==> src/rpc_pkg.sv <==
// Package for the remote-controlled pin configuration block.
// Holds register indices, byte addresses, field layout, reset value
// and the carrier types shared by the design.
package rpc_pkg;

  // Register indices; byte address is four times the index
  localparam logic [7:0] IDX_PIN3   = 8'h1f; // Pin 3 control
  localparam logic [7:0] IDX_PIN56  = 8'h20; // Pins 5 and 6 control
  localparam logic [7:0] IDX_PIN78  = 8'h21; // Pins 7 and 8 control
  localparam logic [7:0] IDX_PORT   = 8'h24; // Second-port select
  localparam logic [7:0] IDX_LEVEL  = 8'h25; // Sampled pin levels

  // APB byte addresses
  localparam int         ADDR_W     = 8;
  localparam logic [7:0] ADDR_PIN3  = 8'(IDX_PIN3 << 2);
  localparam logic [7:0] ADDR_PIN56 = 8'(IDX_PIN56 << 2);
  localparam logic [7:0] ADDR_PIN78 = 8'(IDX_PIN78 << 2);
  localparam logic [7:0] ADDR_PORT  = 8'(IDX_PORT << 2);
  localparam logic [7:0] ADDR_LEVEL = 8'(IDX_LEVEL << 2);

  // Field positions inside a control nibble
  localparam int F_LEVEL  = 3; // Local output level
  localparam int F_FAR    = 2; // Far-end control enable
  localparam int F_DIR    = 1; // Direction bit
  localparam int F_EN     = 0; // Function enable bit
  localparam int NIB_HI   = 4; // Upper nibble base
  localparam int NUM_PINS = 5; // Pins 3, 5, 6, 7, 8

  // Reset values
  localparam logic [7:0] RST_CTRL = 8'h00;

  // Two-bit pad code {direction, enable}
  typedef enum logic [1:0] {
    RPC_FUNC_OUT = 2'b00,
    RPC_GP_OUT   = 2'b01,
    RPC_TRISTATE = 2'b10,
    RPC_GP_IN    = 2'b11
  } rpc_mode_t;

  // One pin's control nibble, laid out as in the register
  typedef struct packed {
    logic level;
    logic far_ctl;
    logic direction;
    logic func_en;
  } rpc_cfg_t;

  // Pad drive pair
  typedef struct packed {
    logic out;
    logic oe_n;
  } rpc_pad_t;

  // Whole state of the block
  typedef struct packed {
    rpc_cfg_t                cfg3;
    rpc_cfg_t                cfg5;
    rpc_cfg_t                cfg6;
    logic [2:0]              cfg7;
    rpc_cfg_t                cfg8;
    logic                    port_sel;
    logic [NUM_PINS-1:0]     pin_out;
    logic [NUM_PINS-1:0]     pin_oe_n;
    logic                    sp_out;
    logic                    sp_oe_n;
    logic [NUM_PINS:0]       in_lvl;
    logic [31:0]             prdata;
  } rpc_state_t;

endpackage : rpc_pkg

==> src/rpc_pin_config.sv <==
// Pin configuration block: APB registers and pad control for pins
// 3, 5, 6, 7, 8 and the second-port pin 3.
// Assumes synchronous pad inputs and far-end levels on ref_clk_i.
//
// Functional notes
// RULE1: Local level drives pin in local output
// RULE2: Far control forces output with far level
// RULE3: Far levels ignored when far control off
// RULE4: Code 00 func, 10 tristate, 01 out, 11 in
// RULE5: Port select moves pin 3 config
// RULE6: Pin 3 fields bits 3-0, upper reserved
// RULE7: Pin 5 low nibble, pin 6 high nibble
// RULE8: Pin 7 bits 3-1, pin 8 high, bit0 reserved
// RULE9: Reserved bits never affect pins
//
// The implementer's own choice: the APB register port.
`timescale 1ns/1ps
module rpc_pin_config #(
  parameter int NP = rpc_pkg::NUM_PINS // Number of primary pins
) (
  // Clock and reset
  input  wire logic                      ref_clk_i,
  input  wire logic                      rst_i,
  // APB slave
  input  wire logic                      psel_i,
  input  wire logic                      penable_i,
  input  wire logic                      pwrite_i,
  input  wire logic [rpc_pkg::ADDR_W-1:0] paddr_i,
  input  wire logic [31:0]               pwdata_i,
  input  wire logic [3:0]                pstrb_i,
  output logic [31:0]                    prdata_o,
  output logic                           pready_o,
  output logic                           pslverr_o,
  // Primary pins, order 3, 5, 6, 7, 8
  input  wire logic [NP-1:0]             pin_i,
  output logic [NP-1:0]                  pin_o,
  output logic [NP-1:0]                  pin_oe_n_o,
  input  wire logic [NP-1:0]             func_i,
  input  wire logic [NP-1:0]             far_level_i,
  // Second-port pin 3
  input  wire logic                      second_port_pin3_i,
  output logic                           second_port_pin3_o,
  output logic                           second_port_pin3_oe_n_o,
  input  wire logic                      second_port_func_i
);

  rpc_pkg::rpc_state_t state_ff;  // Registered state
  rpc_pkg::rpc_state_t nxt_state; // Next state
  logic                mapped;    // Address hits a register
  logic                wr_en;     // Write takes effect this edge
  logic                rd_setup;  // Read setup cycle
  rpc_pkg::rpc_cfg_t   cfg3_pri;  // Config seen by primary pin 3
  rpc_pkg::rpc_cfg_t   cfg3_sec;  // Config seen by second-port pin 3
  rpc_pkg::rpc_cfg_t   cfg7_full; // Pin 7 config with fixed enable

  // Pad decode shared by every pin
  function automatic rpc_pkg::rpc_pad_t pad_drive(
    input rpc_pkg::rpc_cfg_t c,
    input logic              func,
    input logic              far
  );
    rpc_pkg::rpc_pad_t p;
    p = '{out: 1'b0, oe_n: 1'b1};
    if (c.far_ctl)
    begin
      // Far end owns the pin; local code is overridden
      p = '{out: far, oe_n: 1'b0}; // RULE2
    end
    else
    begin
      // Far level not looked at on this path
      case (rpc_pkg::rpc_mode_t'({c.direction, c.func_en})) // RULE3 RULE4
        rpc_pkg::RPC_FUNC_OUT: p = '{out: func, oe_n: 1'b0};
        rpc_pkg::RPC_GP_OUT:   p = '{out: c.level, oe_n: 1'b0}; // RULE1
        rpc_pkg::RPC_TRISTATE: p = '{out: 1'b0, oe_n: 1'b1};
        rpc_pkg::RPC_GP_IN:    p = '{out: 1'b0, oe_n: 1'b1};
        default:               p = '{out: 1'b0, oe_n: 1'b1};
      endcase
    end
    return p;
  endfunction : pad_drive

  // Bus handshake: zero wait states, error on unmapped access
  assign mapped    = (paddr_i == rpc_pkg::ADDR_PIN3)  ||
                     (paddr_i == rpc_pkg::ADDR_PIN56) ||
                     (paddr_i == rpc_pkg::ADDR_PIN78) ||
                     (paddr_i == rpc_pkg::ADDR_PORT)  ||
                     (paddr_i == rpc_pkg::ADDR_LEVEL);
  assign pready_o  = 1'b1;
  assign pslverr_o = psel_i & penable_i & ~mapped;
  assign wr_en     = psel_i & penable_i & pwrite_i & mapped & pstrb_i[0];
  assign rd_setup  = psel_i & ~penable_i & ~pwrite_i;

  // Pin 7 has no enable bit, so it always sits in the pin mode
  assign cfg7_full = rpc_pkg::rpc_cfg_t'({state_ff.cfg7, 1'b1});
  // Port select steers the pin 3 nibble; the other side idles at zero
  assign cfg3_pri  = state_ff.port_sel ? '0 : state_ff.cfg3; // RULE5
  assign cfg3_sec  = state_ff.port_sel ? state_ff.cfg3 : '0; // RULE5

  // Next-state logic: registers, read data, pad drive, input sampling
  always_comb
  begin
    rpc_pkg::rpc_pad_t pd;
    nxt_state = state_ff;
    pd        = '{out: 1'b0, oe_n: 1'b1};
    // Register writes; only the low byte carries fields
    if (wr_en)
    begin
      case (paddr_i)
        rpc_pkg::ADDR_PIN3:
          nxt_state.cfg3 = pwdata_i[3:0]; // RULE6 RULE9
        rpc_pkg::ADDR_PIN56:
        begin
          nxt_state.cfg5 = pwdata_i[3:0]; // RULE7
          nxt_state.cfg6 = pwdata_i[7:4]; // RULE7
        end
        rpc_pkg::ADDR_PIN78:
        begin
          nxt_state.cfg7 = pwdata_i[3:1]; // RULE8 RULE9
          nxt_state.cfg8 = pwdata_i[7:4]; // RULE8
        end
        rpc_pkg::ADDR_PORT:
          nxt_state.port_sel = pwdata_i[0];
        default:
          nxt_state.port_sel = state_ff.port_sel;
      endcase
    end
    // Read data captured in setup so it is steady in the access phase
    if (rd_setup)
    begin
      case (paddr_i)
        rpc_pkg::ADDR_PIN3:  nxt_state.prdata = {28'h0, state_ff.cfg3};
        rpc_pkg::ADDR_PIN56: nxt_state.prdata =
                               {24'h0, state_ff.cfg6, state_ff.cfg5};
        rpc_pkg::ADDR_PIN78: nxt_state.prdata =
                               {24'h0, state_ff.cfg8, state_ff.cfg7, 1'b0};
        rpc_pkg::ADDR_PORT:  nxt_state.prdata = {31'h0, state_ff.port_sel};
        rpc_pkg::ADDR_LEVEL: nxt_state.prdata =
                               {{(31 - NP){1'b0}}, state_ff.in_lvl};
        default:             nxt_state.prdata = 32'h0;
      endcase
    end
    // Pad drive, registered so pin outputs never glitch
    pd = pad_drive(cfg3_pri, func_i[0], far_level_i[0]);
    nxt_state.pin_out[0]  = pd.out;
    nxt_state.pin_oe_n[0] = pd.oe_n;
    pd = pad_drive(state_ff.cfg5, func_i[1], far_level_i[1]);
    nxt_state.pin_out[1]  = pd.out;
    nxt_state.pin_oe_n[1] = pd.oe_n;
    pd = pad_drive(state_ff.cfg6, func_i[2], far_level_i[2]);
    nxt_state.pin_out[2]  = pd.out;
    nxt_state.pin_oe_n[2] = pd.oe_n;
    pd = pad_drive(cfg7_full, func_i[3], far_level_i[3]);
    nxt_state.pin_out[3]  = pd.out;
    nxt_state.pin_oe_n[3] = pd.oe_n;
    pd = pad_drive(state_ff.cfg8, func_i[4], far_level_i[4]);
    nxt_state.pin_out[4]  = pd.out;
    nxt_state.pin_oe_n[4] = pd.oe_n;
    // The far level follows the pin 3 nibble to whichever pad owns it
    pd = pad_drive(cfg3_sec, second_port_func_i, far_level_i[0]);
    nxt_state.sp_out  = pd.out;
    nxt_state.sp_oe_n = pd.oe_n;
    // Pad levels for software to read back in input mode
    nxt_state.in_lvl = {second_port_pin3_i, pin_i};
  end

  // State register; everything clears to zero
  always_ff @(posedge ref_clk_i or posedge rst_i)
  begin
    if (rst_i)
    begin
      state_ff <= '0;
    end
    else
    begin
      state_ff <= nxt_state;
    end
  end

  // Outputs straight from flip-flops
  assign prdata_o                = state_ff.prdata;
  assign pin_o                   = state_ff.pin_out;
  assign pin_oe_n_o              = state_ff.pin_oe_n;
  assign second_port_pin3_o      = state_ff.sp_out;
  assign second_port_pin3_oe_n_o = state_ff.sp_oe_n;
endmodule : rpc_pin_config

==> config.mk <==
export PLATFORM = sky130hd
export DESIGN_NAME = rpc_pin_config
export DESIGN_NICKNAME = d
export VERILOG_FILES = /design/src/rpc_pkg.sv /design/src/rpc_pin_config.sv
export SDC_FILE = /design/constraint.sdc
export NUM_CORES = 1
export LEC_CHECK = 0
export BUFFER_PORTS_ARGS = -buffer_cell sky130_fd_sc_hd__buf_2
export CORE_MARGIN = 10
export CORE_UTILIZATION = 42
export DETAILED_ROUTE_END_ITERATION = 7
export GPL_ROUTABILITY_DRIVEN = 0
export PLACE_DENSITY = 0.77
export SYNTH_ARGS = -nofsm -noshare
export SYNTH_HDL_FRONTEND = slang
export SYNTH_SLANG_ARGS = --single-unit
==> constraint.sdc <==
create_clock -name ref_clk_i -period 1.1 [get_ports ref_clk_i]
set_input_delay 0.055 -clock ref_clk_i [delete_from_list [all_inputs] [get_ports ref_clk_i]]
set_output_delay 0.055 -clock ref_clk_i [all_outputs]
set_load 0.01 [all_outputs]
==> After elaboration in Yosys (flattened, before gate mapping) <==
Cells that the tools add are included.
{ "word_totals": {"reg_bits": 70, "in_bits": 66, "output_inout_bits": 46} }
{ "classes": {"n_eq_ne": 20, "muxes": 15, "bitwise": 11, "reduce_logical": 19} }
{ "ops": {"columns": ["cell", "count"], "rows": [
  ["$pmux 8 s5", 1],
  ["$pmux 2 s3", 6],
  ["$eq 8x8->1 const B", 4],
  ["$eq 2x2->1 const B", 10],
  ["$logic_not 2->1", 6],
  ["$mux 2", 6],
  ["$eq 2x1->1 const B", 5],
  ["$reduce_or 2->1", 5],
  ["$eq 8x7->1 const B", 1],
  ["$mux 4", 2],
  ["$reduce_and 2->1", 4],
  ["$and 1x1->1", 7],
  ["$logic_or 1x1->1", 4],
  ["$not 1->1", 4]
]} }

==> Depth between registers and ports, before layout <==
Gate-level depths: netlist of run 1.
{ "depth": {"word_depth": 8, "mapped_depth": 6, "depth_no_buf": 4} }

==> Worst setup path before layout of run 1 <==
No wires, ideal clock.
{ "synth_timing": {"path_kind": "input to register", "from": "in paddr_i[6] in the netlist's numbering", "to": "reg state_ff[58] in the netlist's numbering", "setup_time_ps": 125, "arrival_ps": 1572, "t_required_ps": 975, "setup_slack_ps": -597, "stages": 4, "cell_sequence": "or4b_1 -> nor4_2 -> nor3b_4 -> mux2_2"} }
{ "synth_between": {"elab_chain_len": 8} }
{ "synth_lines": {"columns": ["element", "line", "source"], "rows": [
  ["from (decl)", "rpc_pin_config.sv:28", "input wire logic [rpc_pkg::ADDR_W-1:0] paddr_i,"],
  ["$eq 8x7->1 / $eq 8x8->1 (equally long branches)", "rpc_pin_config.sv:84, rpc_pin_config.sv:85, rpc_pin_config.sv:109", null],
  ["$logic_or 1x1->1", "rpc_pin_config.sv:84", "assign mapped = (paddr_i == rpc_pkg::ADDR_PIN3) ||"],
  ["$logic_or 1x1->1", "rpc_pin_config.sv:85", "(paddr_i == rpc_pkg::ADDR_PIN56) ||"],
  ["$logic_or 1x1->1", "rpc_pin_config.sv:86", "(paddr_i == rpc_pkg::ADDR_PIN78) ||"],
  ["$logic_or 1x1->1", "rpc_pin_config.sv:87", "(paddr_i == rpc_pkg::ADDR_PORT) ||"],
  ["$and 1x1->1 (2 in a row)", "rpc_pin_config.sv:91", "assign wr_en = psel_i & penable_i & pwrite_i & mapped & pstrb_i[0];"],
  ["$reduce_and 2->1 (no source line) (*)", null, null],
  ["to (signal assigned)", "rpc_pin_config.sv:176", "state_ff <= nxt_state;"],
  ["to (decl)", "rpc_pin_config.sv:47", "rpc_pkg::rpc_state_t state_ff;"]
]} }
Mark *: on every way between the ends. The rest lies on a longest branch, timed or not.
A chain may end at the register's enable or synchronous reset.

==> Worst setup path in the final report of run 1 <==
{ "layout_timing": {"from": "in paddr_i[6] in the netlist's numbering", "to": "reg state_ff[63] in the netlist's numbering"} }
The elaborated chain is that of the path after synthesis.

==> flow_metrics.tcl, run 1 <==
set metrics [dict create \
    status "complete, but fails checks" \
    violations "setup timing" \
    yosys.area_share.simple_pct 12.23 \
    route.detailed.drc 0 \
    crit_path_end "state_ff[63]" \
    num_rows 26 \
    design.core.area_um2 5238 \
    final.setup.worst_slack_ns -0.4148 \
    synth.lib_cells_used.distinct 36 \
    clk_transition_reported_paths_ns 0.10 \
    period_share_pct 137.7 \
    postRouteWirelength_um 6409 \
    routed_wire_length_per_instance_um 17.56 \
    synth_sequential_area_ratio_pct 49.78 \
    synth-main-ff-cell "sky130_fd_sc_hd__dfrtp_1" \
    num_io_pins 112 \
    post_synth_mux_area_share_pct 14.50 \
    most_used_cells_in_the_layout_excluding_fill_and_tap_cells "55 x sky130_fd_sc_hd__buf_2, 45 x sky130_fd_sc_hd__dfrtp_1, 25 x sky130_fd_sc_hd__conb_1" \
    detailroute.via_count 1770 \
    layout-drive-gt1-share_pct 47.80 \
    detail_route.first_pass.iterations 4 \
    ys.warnings.count 0 \
    criticalPathCategory "input port to flip-flop" \
    synth_adder_area_share_pct 0 \
    grt_first_pass_wirelength_um 9045 \
    all_layer_global_routing_usage_pct 12.97 \
    placement.io_buffers 58 \
    r2r_slack_ns -0.01 \
    dp_slack_ns -0.7303 \
    die_w_um 94.20 \
    layout_commonest_cell "sky130_fd_sc_hd__buf_2" \
    clock_tree.root_cell "sky130_fd_sc_hd__clkbuf_8" \
    area_fraction_in_compound_gates_after_synthesis_pct 7.900 \
    source_to_sink_clock_delay_at_the_later_pin_of_the_worst_skew_pair_ns 0.31 \
    maxSlewViolCount 0 \
    timing.reg2reg.worst_path_depth 4 \
    clockBufferDepth 2 \
    syn2layout_area_growth_pct 38.42 \
    first_global_vias 1777 \
    report.final.hold_viol_count 0 \
    critical_path_peak_fanout 8 \
    grt_remaining_overflow 0 \
    postPlaceCellArea_um2 2688 \
    insertedDiodeCount 0 \
    timing.critical_path.from "paddr_i[6]" \
    power.density_cell_area_nw_per_um2 1011 \
    cts_htree_levels 2 \
    seqCellArea_um2 1152 \
    async_flop_share_pct 100.0 \
    dp_cells 335 \
    fillers 414 \
    worst-endpoint-required_ns 1.29 \
    rr_endpoint "prdata_o[0]" \
    fin_worst_skew_ns 0.01263 \
    achievable-frequency_mhz 660.2 \
    drv.max_cap_violation_count 0 \
    peak_supply_drop_v 0.0008939 \
    yosys.area_share.xor_xnor_pct 0 \
    multiInputGateArea_um2 1087 \
    synth.ff_latch_count 46 \
    worst_setup_path_start_kind "input port" \
    synth_top_family_by_area "buffers and inverters" \
    initial_antenna_violation_count 0 \
    synth_enable_flop_cells 0 \
    die_area_um2 8873 \
    cp-end-kind "flip-flop" \
    mappedNetlistArea_um2 2312 \
    synthCells 205 \
    syn-mean-instance-area_um2 11.28 \
    timing.critical_path.arrival_ns 1.70 \
    antenna_left 0 \
    total_leakage_power_uw 0.001596 \
    cts_inserted_buffers 5 \
    worst_hold_path_type "input port to flip-flop" \
    timing.final.crit_period_ns 1.515 \
    initial_core_util_pct 44.15 \
    fin_area_um2 3201 \
    grt_setup_unrepaired "true" \
    hold_depth 2 \
    setup_viol 25 \
    total_power_uw 3234 \
    worstReg2RegStart "state_ff[62]" \
    grt_start_max_net_pins 42 \
    finalNonFillerCells 365 \
    detailedPlacementHpwl_um 4295 \
    layout.nets 360 \
    clock_sink_count 46 \
    detail_route.iter0.violations 149 \
    die_height_um 94.20 \
    routed_via_density 4.849 \
    tritoncts "yes" \
]
-- synth_stat cells, types with 2 or more instances --
cell type | number | share of area, %
sky130_fd_sc_hd__inv_1 | 4 | 0.65
sky130_fd_sc_hd__and2_1 | 2 | 0.54
sky130_fd_sc_hd__mux2i_1 | 11 | 4.8
sky130_fd_sc_hd__conb_1 | 2 | 0.32
sky130_fd_sc_hd__a22oi_1 | 2 | 0.65
sky130_fd_sc_hd__and3b_1 | 2 | 0.76
sky130_fd_sc_hd__dfrtp_1 | 46 | 50
sky130_fd_sc_hd__o21ai_0 | 7 | 1.5
sky130_fd_sc_hd__o221ai_1 | 3 | 1.1
sky130_fd_sc_hd__a32oi_1 | 2 | 0.76
sky130_fd_sc_hd__clkbuf_1 | 4 | 0.65
sky130_fd_sc_hd__nand2_1 | 16 | 2.6
sky130_fd_sc_hd__nor3_1 | 3 | 0.65
sky130_fd_sc_hd__nor2b_1 | 5 | 1.4
sky130_fd_sc_hd__nor2_1 | 5 | 0.81
sky130_fd_sc_hd__buf_4 | 43 | 14
sky130_fd_sc_hd__o21a_1 | 2 | 0.65
sky130_fd_sc_hd__a31oi_1 | 2 | 0.54
sky130_fd_sc_hd__mux2_2 | 20 | 9.7
sky130_fd_sc_hd__o31ai_1 | 4 | 1.3
sky130_fd_sc_hd__nand3_1 | 5 | 1.1
-- power by group --
| part | internal [µW] | leakage [µW] | switching (µW) |
|---|---|---|---|
| clock network | 459 | 0.0000447 | 635 |
| logic | 192 | 0.000938 | 213 |
| registers | 1720 | 0.000614 | 16.5 |
-- logic make-up (layout without fill, tap and decap cells) --
logic type	Yosys count	in the layout
AND/OR/NAND/NOR	49	49
other	2	25
flip-flops	46	46
multiplexers	31	31
buffers and inverters	51	118
AO/OA/AOI/OAI	26	26
-- worst min path at each step --
stage	from	slack, ns	end
global route	pwdata_i[0]	0.004	state_ff[62]
global placement	rst_i	-0.03	pin_oe_n_o[3]
CTS	pwdata_i[3]	0.009	state_ff[65]
finish	pwdata_i[0]	0.01	state_ff[62]
floorplan	rst_i	0.07	cfg7_full[1]
detailed placement	rst_i	-0.02	pin_oe_n_o[3]
-- final cells by class --
cell class	count	area share, %
Multi-Input combinational cell	131	33.97
Timing Repair Buffer	106	23.77
Clock buffer	5	2.150
Inverter	4	0.5864
Clock inverter	3	0.7819
Sequential cell	46	36.00
Tap cell	70	2.737
-- state kept, by name, summed over array words and instances (netlist names) --
| register | count |
|---|---|
| prdata_o | 8 |
| pin_oe_n_o | 5 |
| pin_o | 5 |
| second_port_pin3_o | 1 |
| cfg7_full | 3 |
| second_port_pin3_oe_n_o | 1 |
| state_ff | 23 |
-- per-stage QoR --
stage          TNS [ns]  hold WS [ns]  utilization, %
4_1_cts          -5.281      0.008891           57.76
6_report         -6.785       0.01032           61.11
2_1_floorplan    -8.079       0.07195               -
3_3_place_gp     -12.44      -0.02662           51.31
3_5_place_dp     -13.24      -0.02333           51.31
5_1_grt          -7.701      0.004478           61.11
-- layer usage --
layer / GRT usage (%) / wire length [µm]
met5: 0 / 0
met3: 4.317 / 650
met1: 14.66 / 2425
met4: 4.937 / 87
met2: 22.03 / 3245
-- worst max-delay path, cell delays in order --
cell and delay, ns:
sky130_fd_sc_hd__buf_6 0.09, sky130_fd_sc_hd__or4b_4 0.55, sky130_fd_sc_hd__nor4_4 0.23, sky130_fd_sc_hd__nor3b_4 0.30, sky130_fd_sc_hd__buf_12 0.18, sky130_fd_sc_hd__mux2_4 0.30
-- repair_timing --
action                                  4_1_cts  5_1_grt
endpoints found under the hold margin        64        0
pin swaps                                     3       12
buffers inserted                              5        4
hold buffers                                 16        0
gates resized for setup                      14       37
endpoints found under the setup margin       19       31
No activity file was read; power rests on OpenSTA's default activity.
==> run 2: changes to the inputs <==
- HOLD_SLACK_MARGIN: unset -> 0.03
==> flow_metrics.tcl, run 2 (synthesis results as in run 1) <==
set metrics [dict create \
    power.share.combinational_pct 12.9 \
    design.core.area_um2 5238 \
    clockBufferDepth 2 \
    critical_path_peak_fanout 8 \
    syn2layout_area_growth_pct 40.10 \
    placement.io_buffers 58 \
    timing.critical_path.arrival_ns 1.71 \
    grt_most_used_layer "met2" \
    internal_power_uw 2381 \
    maxSlewViolCount 0 \
    regMostFlops "state_ff" \
    final.setup.worst_slack_ns -0.4150 \
    detailedPlacementHpwl_um 4295 \
    grt_remaining_overflow 0 \
    fin_worst_skew_ns 0.01267 \
    antenna_left 0 \
    initial_antenna_violation_count 0 \
    power.switching_fraction_pct 26.67 \
    die_w_um 94.20 \
    all_layer_global_routing_usage_pct 13.26 \
    routed_via_density 4.878 \
    routed_wire_length_per_instance_um 17.79 \
    layout-drive-gt1-share_pct 47.00 \
    clock_tree.root_cell "sky130_fd_sc_hd__clkbuf_8" \
    p_clk_share_pct 33.6 \
    criticalPathCategory "input port to flip-flop" \
    status "complete, but fails checks" \
    total_power_uw 3247 \
    achievable-frequency_mhz 660.1 \
    total_leakage_power_uw 0.001613 \
    grt_setup_unrepaired "true" \
    setup_viol 24 \
    net_switching_uw 865.8 \
    detailroute.via_count 1805 \
    use_met3_pct 4.396 \
    detail_route.first_pass.iterations 4 \
    detail_route.iter0.violations 139 \
    violations "setup timing" \
    fillers 405 \
    period_share_pct 137.7 \
    power_share_of_the_sequential_group_pct 53.4 \
    finalNonFillerCells 370 \
    met1_track_demand_over_resource_in_global_routing_pct 14.66 \
    source_to_sink_clock_delay_at_the_later_pin_of_the_worst_skew_pair_ns 0.31 \
    report.final.hold_viol_count 0 \
    insertedDiodeCount 0 \
    worst_hold_path_type "input port to flip-flop" \
    grt_first_pass_wirelength_um 9246 \
    die_height_um 94.20 \
    clk_transition_reported_paths_ns 0.08 \
    most_used_cells_in_the_layout_excluding_fill_and_tap_cells "55 x sky130_fd_sc_hd__buf_2, 45 x sky130_fd_sc_hd__dfrtp_1, 25 x sky130_fd_sc_hd__conb_1" \
    die_area_um2 8873 \
    largest_register_ff_count 23 \
    power.density_cell_area_nw_per_um2 1002 \
    clock_sink_count 46 \
    peak_supply_drop_v 0.0008445 \
    seqCellArea_um2 1152 \
    num_rows 26 \
    cts_inserted_buffers 5 \
    worst-endpoint-required_ns 1.29 \
    grt_start_max_net_pins 42 \
    layout_commonest_cell "sky130_fd_sc_hd__buf_2" \
    first_global_vias 1812 \
    route.detailed.drc 0 \
    postRouteWirelength_um 6581 \
    cp-end-kind "flip-flop" \
    initial_core_util_pct 44.15 \
    grtUsageMet2_pct 22.94 \
    layout.nets 365 \
    tritoncts "yes" \
    num_io_pins 112 \
    worst_setup_path_start_kind "input port" \
    drv.max_cap_violation_count 0 \
    multiInputGateArea_um2 1076 \
    dp_cells 335 \
    timing.final.crit_period_ns 1.515 \
    cts_htree_levels 2 \
]
-- run 2: changes by cell type in the layout (fill, tap and decap cells not counted), sizes merged --
cell         previous run  this run
dlygate4sd3            16        21
-- run 2: worst paths after layout --
| check | slack, ns | to | cells after the start | from |
|---|---|---|---|---|
| setup / recovery | -0.42 | state_ff[63] | 6 | paddr_i[6] |
| hold / removal | 0.04 | state_ff[63] | 2 | pwdata_i[1] |
| setup reg to reg | -0.04 | prdata_o[2] | 4 | cfg7_full[2] |
| hold reg to reg | 0.49 | prdata_o[7] | 2 | prdata_o[7] |
| max in group asynchronous | 0.48 | state_ff[50] | 4 | rst_i |
| min in group asynchronous | 0.19 | pin_oe_n_o[3] | 3 | rst_i |
-- run 2: per-layer routing --
metal | share of wire [%] | vias up
met5 | 0 | -
met4 | 1.0 | 0
met3 | 9.4 | 7
met2 | 53 | 73
met1 | 37 | 887
li1 | - | 838
-- run 2: per-stage QoR --
stage	utilization (%)	TNS (ns)	hold WS, ns	worst slack (ns)	cell area (µm²)
CTS	58.53	-5.281	0.02427	-0.3566	3065
finish	61.85	-6.575	0.03664	-0.4150	3239
detailed placement	51.31	-13.24	-0.02333	-0.7303	2688
global route	61.85	-7.596	0.03599	-0.4504	3239
floorplan	-	-8.079	0.07195	-0.5513	2432
global placement	51.31	-12.44	-0.02662	-0.6966	2688
-- run 2: what timing repair did --
item                                   CTS  global route
setup buffers                            5             3
pin swaps                                3            10
endpoints found under the hold margin   72             1
gates cloned                             0             0
hold buffers                            20             1
gates resized for setup                 14            34
setup endpoints to repair               19            31
-- run 2: power groups by stage --
stage | sequential, µW | clock (µW) | combinational, µW
after floorplan | 1760 | 0 | 222
after global placement | 1770 | 0 | 309
after detailed placement | 1770 | 0 | 314
after CTS | 1730 | 1100 | 382
after global routing | 1740 | 1190 | 456
final | 1730 | 1090 | 420
-- run 2: final cells by class --
cell class	count	share of cell area [%]
clock buffers	5	2.124
clock inverters	3	0.7725
inverters	4	0.5794
multi-input cells	131	33.22
flip-flops and latches	46	35.57
well taps	70	2.704
repair buffers	111	25.03
-- run 2: worst max-delay path, cell delays in order --
cell and delay [ns]:
sky130_fd_sc_hd__buf_6 0.09, sky130_fd_sc_hd__or4b_4 0.55, sky130_fd_sc_hd__nor4_4 0.22, sky130_fd_sc_hd__nor3b_4 0.30, sky130_fd_sc_hd__buf_12 0.18, sky130_fd_sc_hd__mux2_4 0.30
==> run 3: changes to the inputs <==
- CORE_MARGIN: 10 -> 2
- CORE_UTILIZATION: 42 -> 40
- MAX_ROUTING_LAYER: unset -> met4
- PLACE_DENSITY: 0.77 -> 0.74
==> flow_metrics.tcl, run 3 (synthesis results as in run 1) <==
set metrics [dict create \
    num_rows 27 \
    cts_htree_levels 2 \
    regMostFlops "state_ff" \
    critical_path_peak_fanout 8 \
    grt_start_max_net_pins 47 \
    clock_tree.root_cell "sky130_fd_sc_hd__clkbuf_8" \
    routed_via_density 4.644 \
    grt_setup_unrepaired "true" \
    grt_remaining_overflow 0 \
    report.final.hold_viol_count 0 \
    status "complete, but fails checks" \
    initial_antenna_violation_count 0 \
    peak_supply_drop_v 0.0005644 \
    detail_route.iter0.violations 85 \
    die_w_um 80.03 \
    clockBufferDepth 2 \
    timing.final.crit_period_ns 1.423 \
    num_io_pins 112 \
    violations "setup timing" \
    detail_route.first_pass.iterations 4 \
    worst_hold_path_type "input port to flip-flop" \
    setup_viol 19 \
    layout.nets 358 \
    period_share_pct 129.4 \
    hold_depth 3 \
    cts_inserted_buffers 5 \
    all_layer_global_routing_usage_pct 16.91 \
    dp_cells 333 \
    achievable-frequency_mhz 702.6 \
    worst_setup_path_start_kind "input port" \
    fin_worst_skew_ns 0.006947 \
    placement.io_buffers 58 \
    die_height_um 80.03 \
    routed_wire_length_per_instance_um 13.76 \
    timing.critical_path.arrival_ns 1.61 \
    hold_slack_ns 0.09314 \
    cp-end-kind "flip-flop" \
    clock_sink_count 46 \
    total_leakage_power_uw 0.001541 \
    criticalPathCategory "input port to flip-flop" \
    antenna_left 0 \
    source_to_sink_clock_delay_at_the_later_pin_of_the_worst_skew_pair_ns 0.30 \
    grt_first_pass_wirelength_um 7983 \
    route.detailed.drc 0 \
    total_power_uw 3156 \
    first_global_vias 1699 \
    layout_commonest_cell "sky130_fd_sc_hd__buf_2" \
    worst-endpoint-required_ns 1.29 \
    setup_total_negative_slack_ns -4.483 \
    power.density_cell_area_nw_per_um2 1028 \
    final.setup.worst_slack_ns -0.3233 \
    insertedDiodeCount 0 \
    layout-drive-gt1-share_pct 42.66 \
    timing.reg2reg.worst_path_depth 4 \
    drv.max_cap_violation_count 0 \
    clk_transition_reported_paths_ns 0.09 \
    maxSlewViolCount 0 \
    detailroute.via_count 1695 \
    most_used_cells_in_the_layout_excluding_fill_and_tap_cells "56 x sky130_fd_sc_hd__buf_2, 45 x sky130_fd_sc_hd__dfrtp_1, 25 x sky130_fd_sc_hd__conb_1" \
    detailedPlacementHpwl_um 3529 \
    tritoncts "yes" \
    postRouteWirelength_um 5023 \
    initial_core_util_pct 41.73 \
    design.core.area_um2 5540 \
    largest_register_ff_count 23 \
    die_area_um2 6405 \
    syn2layout_area_growth_pct 32.74 \
    finalNonFillerCells 365 \
]
[run 3: area by class of cell]
type | instances | area (µm²)
Multi-Input combinational cell | 131 | 987.2
Inverter | 4 | 18.77
Clock inverter | 3 | 21.27
Sequential cell | 46 | 1152
Tap cell | 72 | 90.09
Fill cell | 472 | 2471
Timing Repair Buffer | 104 | 730.7
Clock buffer | 5 | 68.82
[run 3: final timing paths]
kind                                   start           end  slack, ns
worst max-delay path              paddr_i[6]  state_ff[63]      -0.32
worst min-delay path               func_i[2]      pin_o[2]       0.09
worst max register to register  state_ff[50]   prdata_o[0]       0.07
worst min register to register   prdata_o[7]   prdata_o[7]       0.48
max in group asynchronous              rst_i  state_ff[50]       0.54
min in group asynchronous              rst_i  state_ff[51]       0.34
[run 3: timing repair]
| item | in CTS | in global routing |
|---|---|---|
| buffers inserted | 1 | 3 |
| pin swaps | 2 | 6 |
| hold buffers | 21 | 0 |
| hold endpoints to repair | 78 | 0 |
| endpoints found under the setup margin | 19 | 26 |
| resized for setup | 10 | 12 |
[run 3: critical path, stage by stage]
cell                      delay (ns)
sky130_fd_sc_hd__buf_6          0.09
sky130_fd_sc_hd__or4b_4         0.55
sky130_fd_sc_hd__nor4_4         0.17
sky130_fd_sc_hd__nor3b_4        0.26
sky130_fd_sc_hd__buf_12         0.16
sky130_fd_sc_hd__mux2_2         0.32
[run 3: metrics by stage]
stage	worst slack (ns)	utilization, %	instance area (µm²)
6_report	-0.3233	55.40	3069
5_1_grt	-0.3678	55.40	3069
4_1_cts	-0.3235	54.40	3014
3_5_place_dp	-0.6475	48.01	2660
3_3_place_gp	-0.6574	48.01	2660
2_1_floorplan	-0.5513	-	2432
[run 3: routing by layer]
metal	part of all wire (%)	vias up	track usage (%)	routed length, µm
li1	-	825	-	-
met1	43	800	20.49	2160
met2	49	61	27.33	2472
met3	5.5	9	3.394	274
met4	2.3	0	7.627	116
met5	0	-	-	0
[run 3: where the power goes]
| part | switching, µW | total [µW] | internal [µW] |
|---|---|---|---|
| registers | 12.7 | 1730 | 1720 |
| clock network | 594 | 1040 | 447 |
| logic | 199 | 385 | 186 |
| total | 806 | 3160 | 2350 |
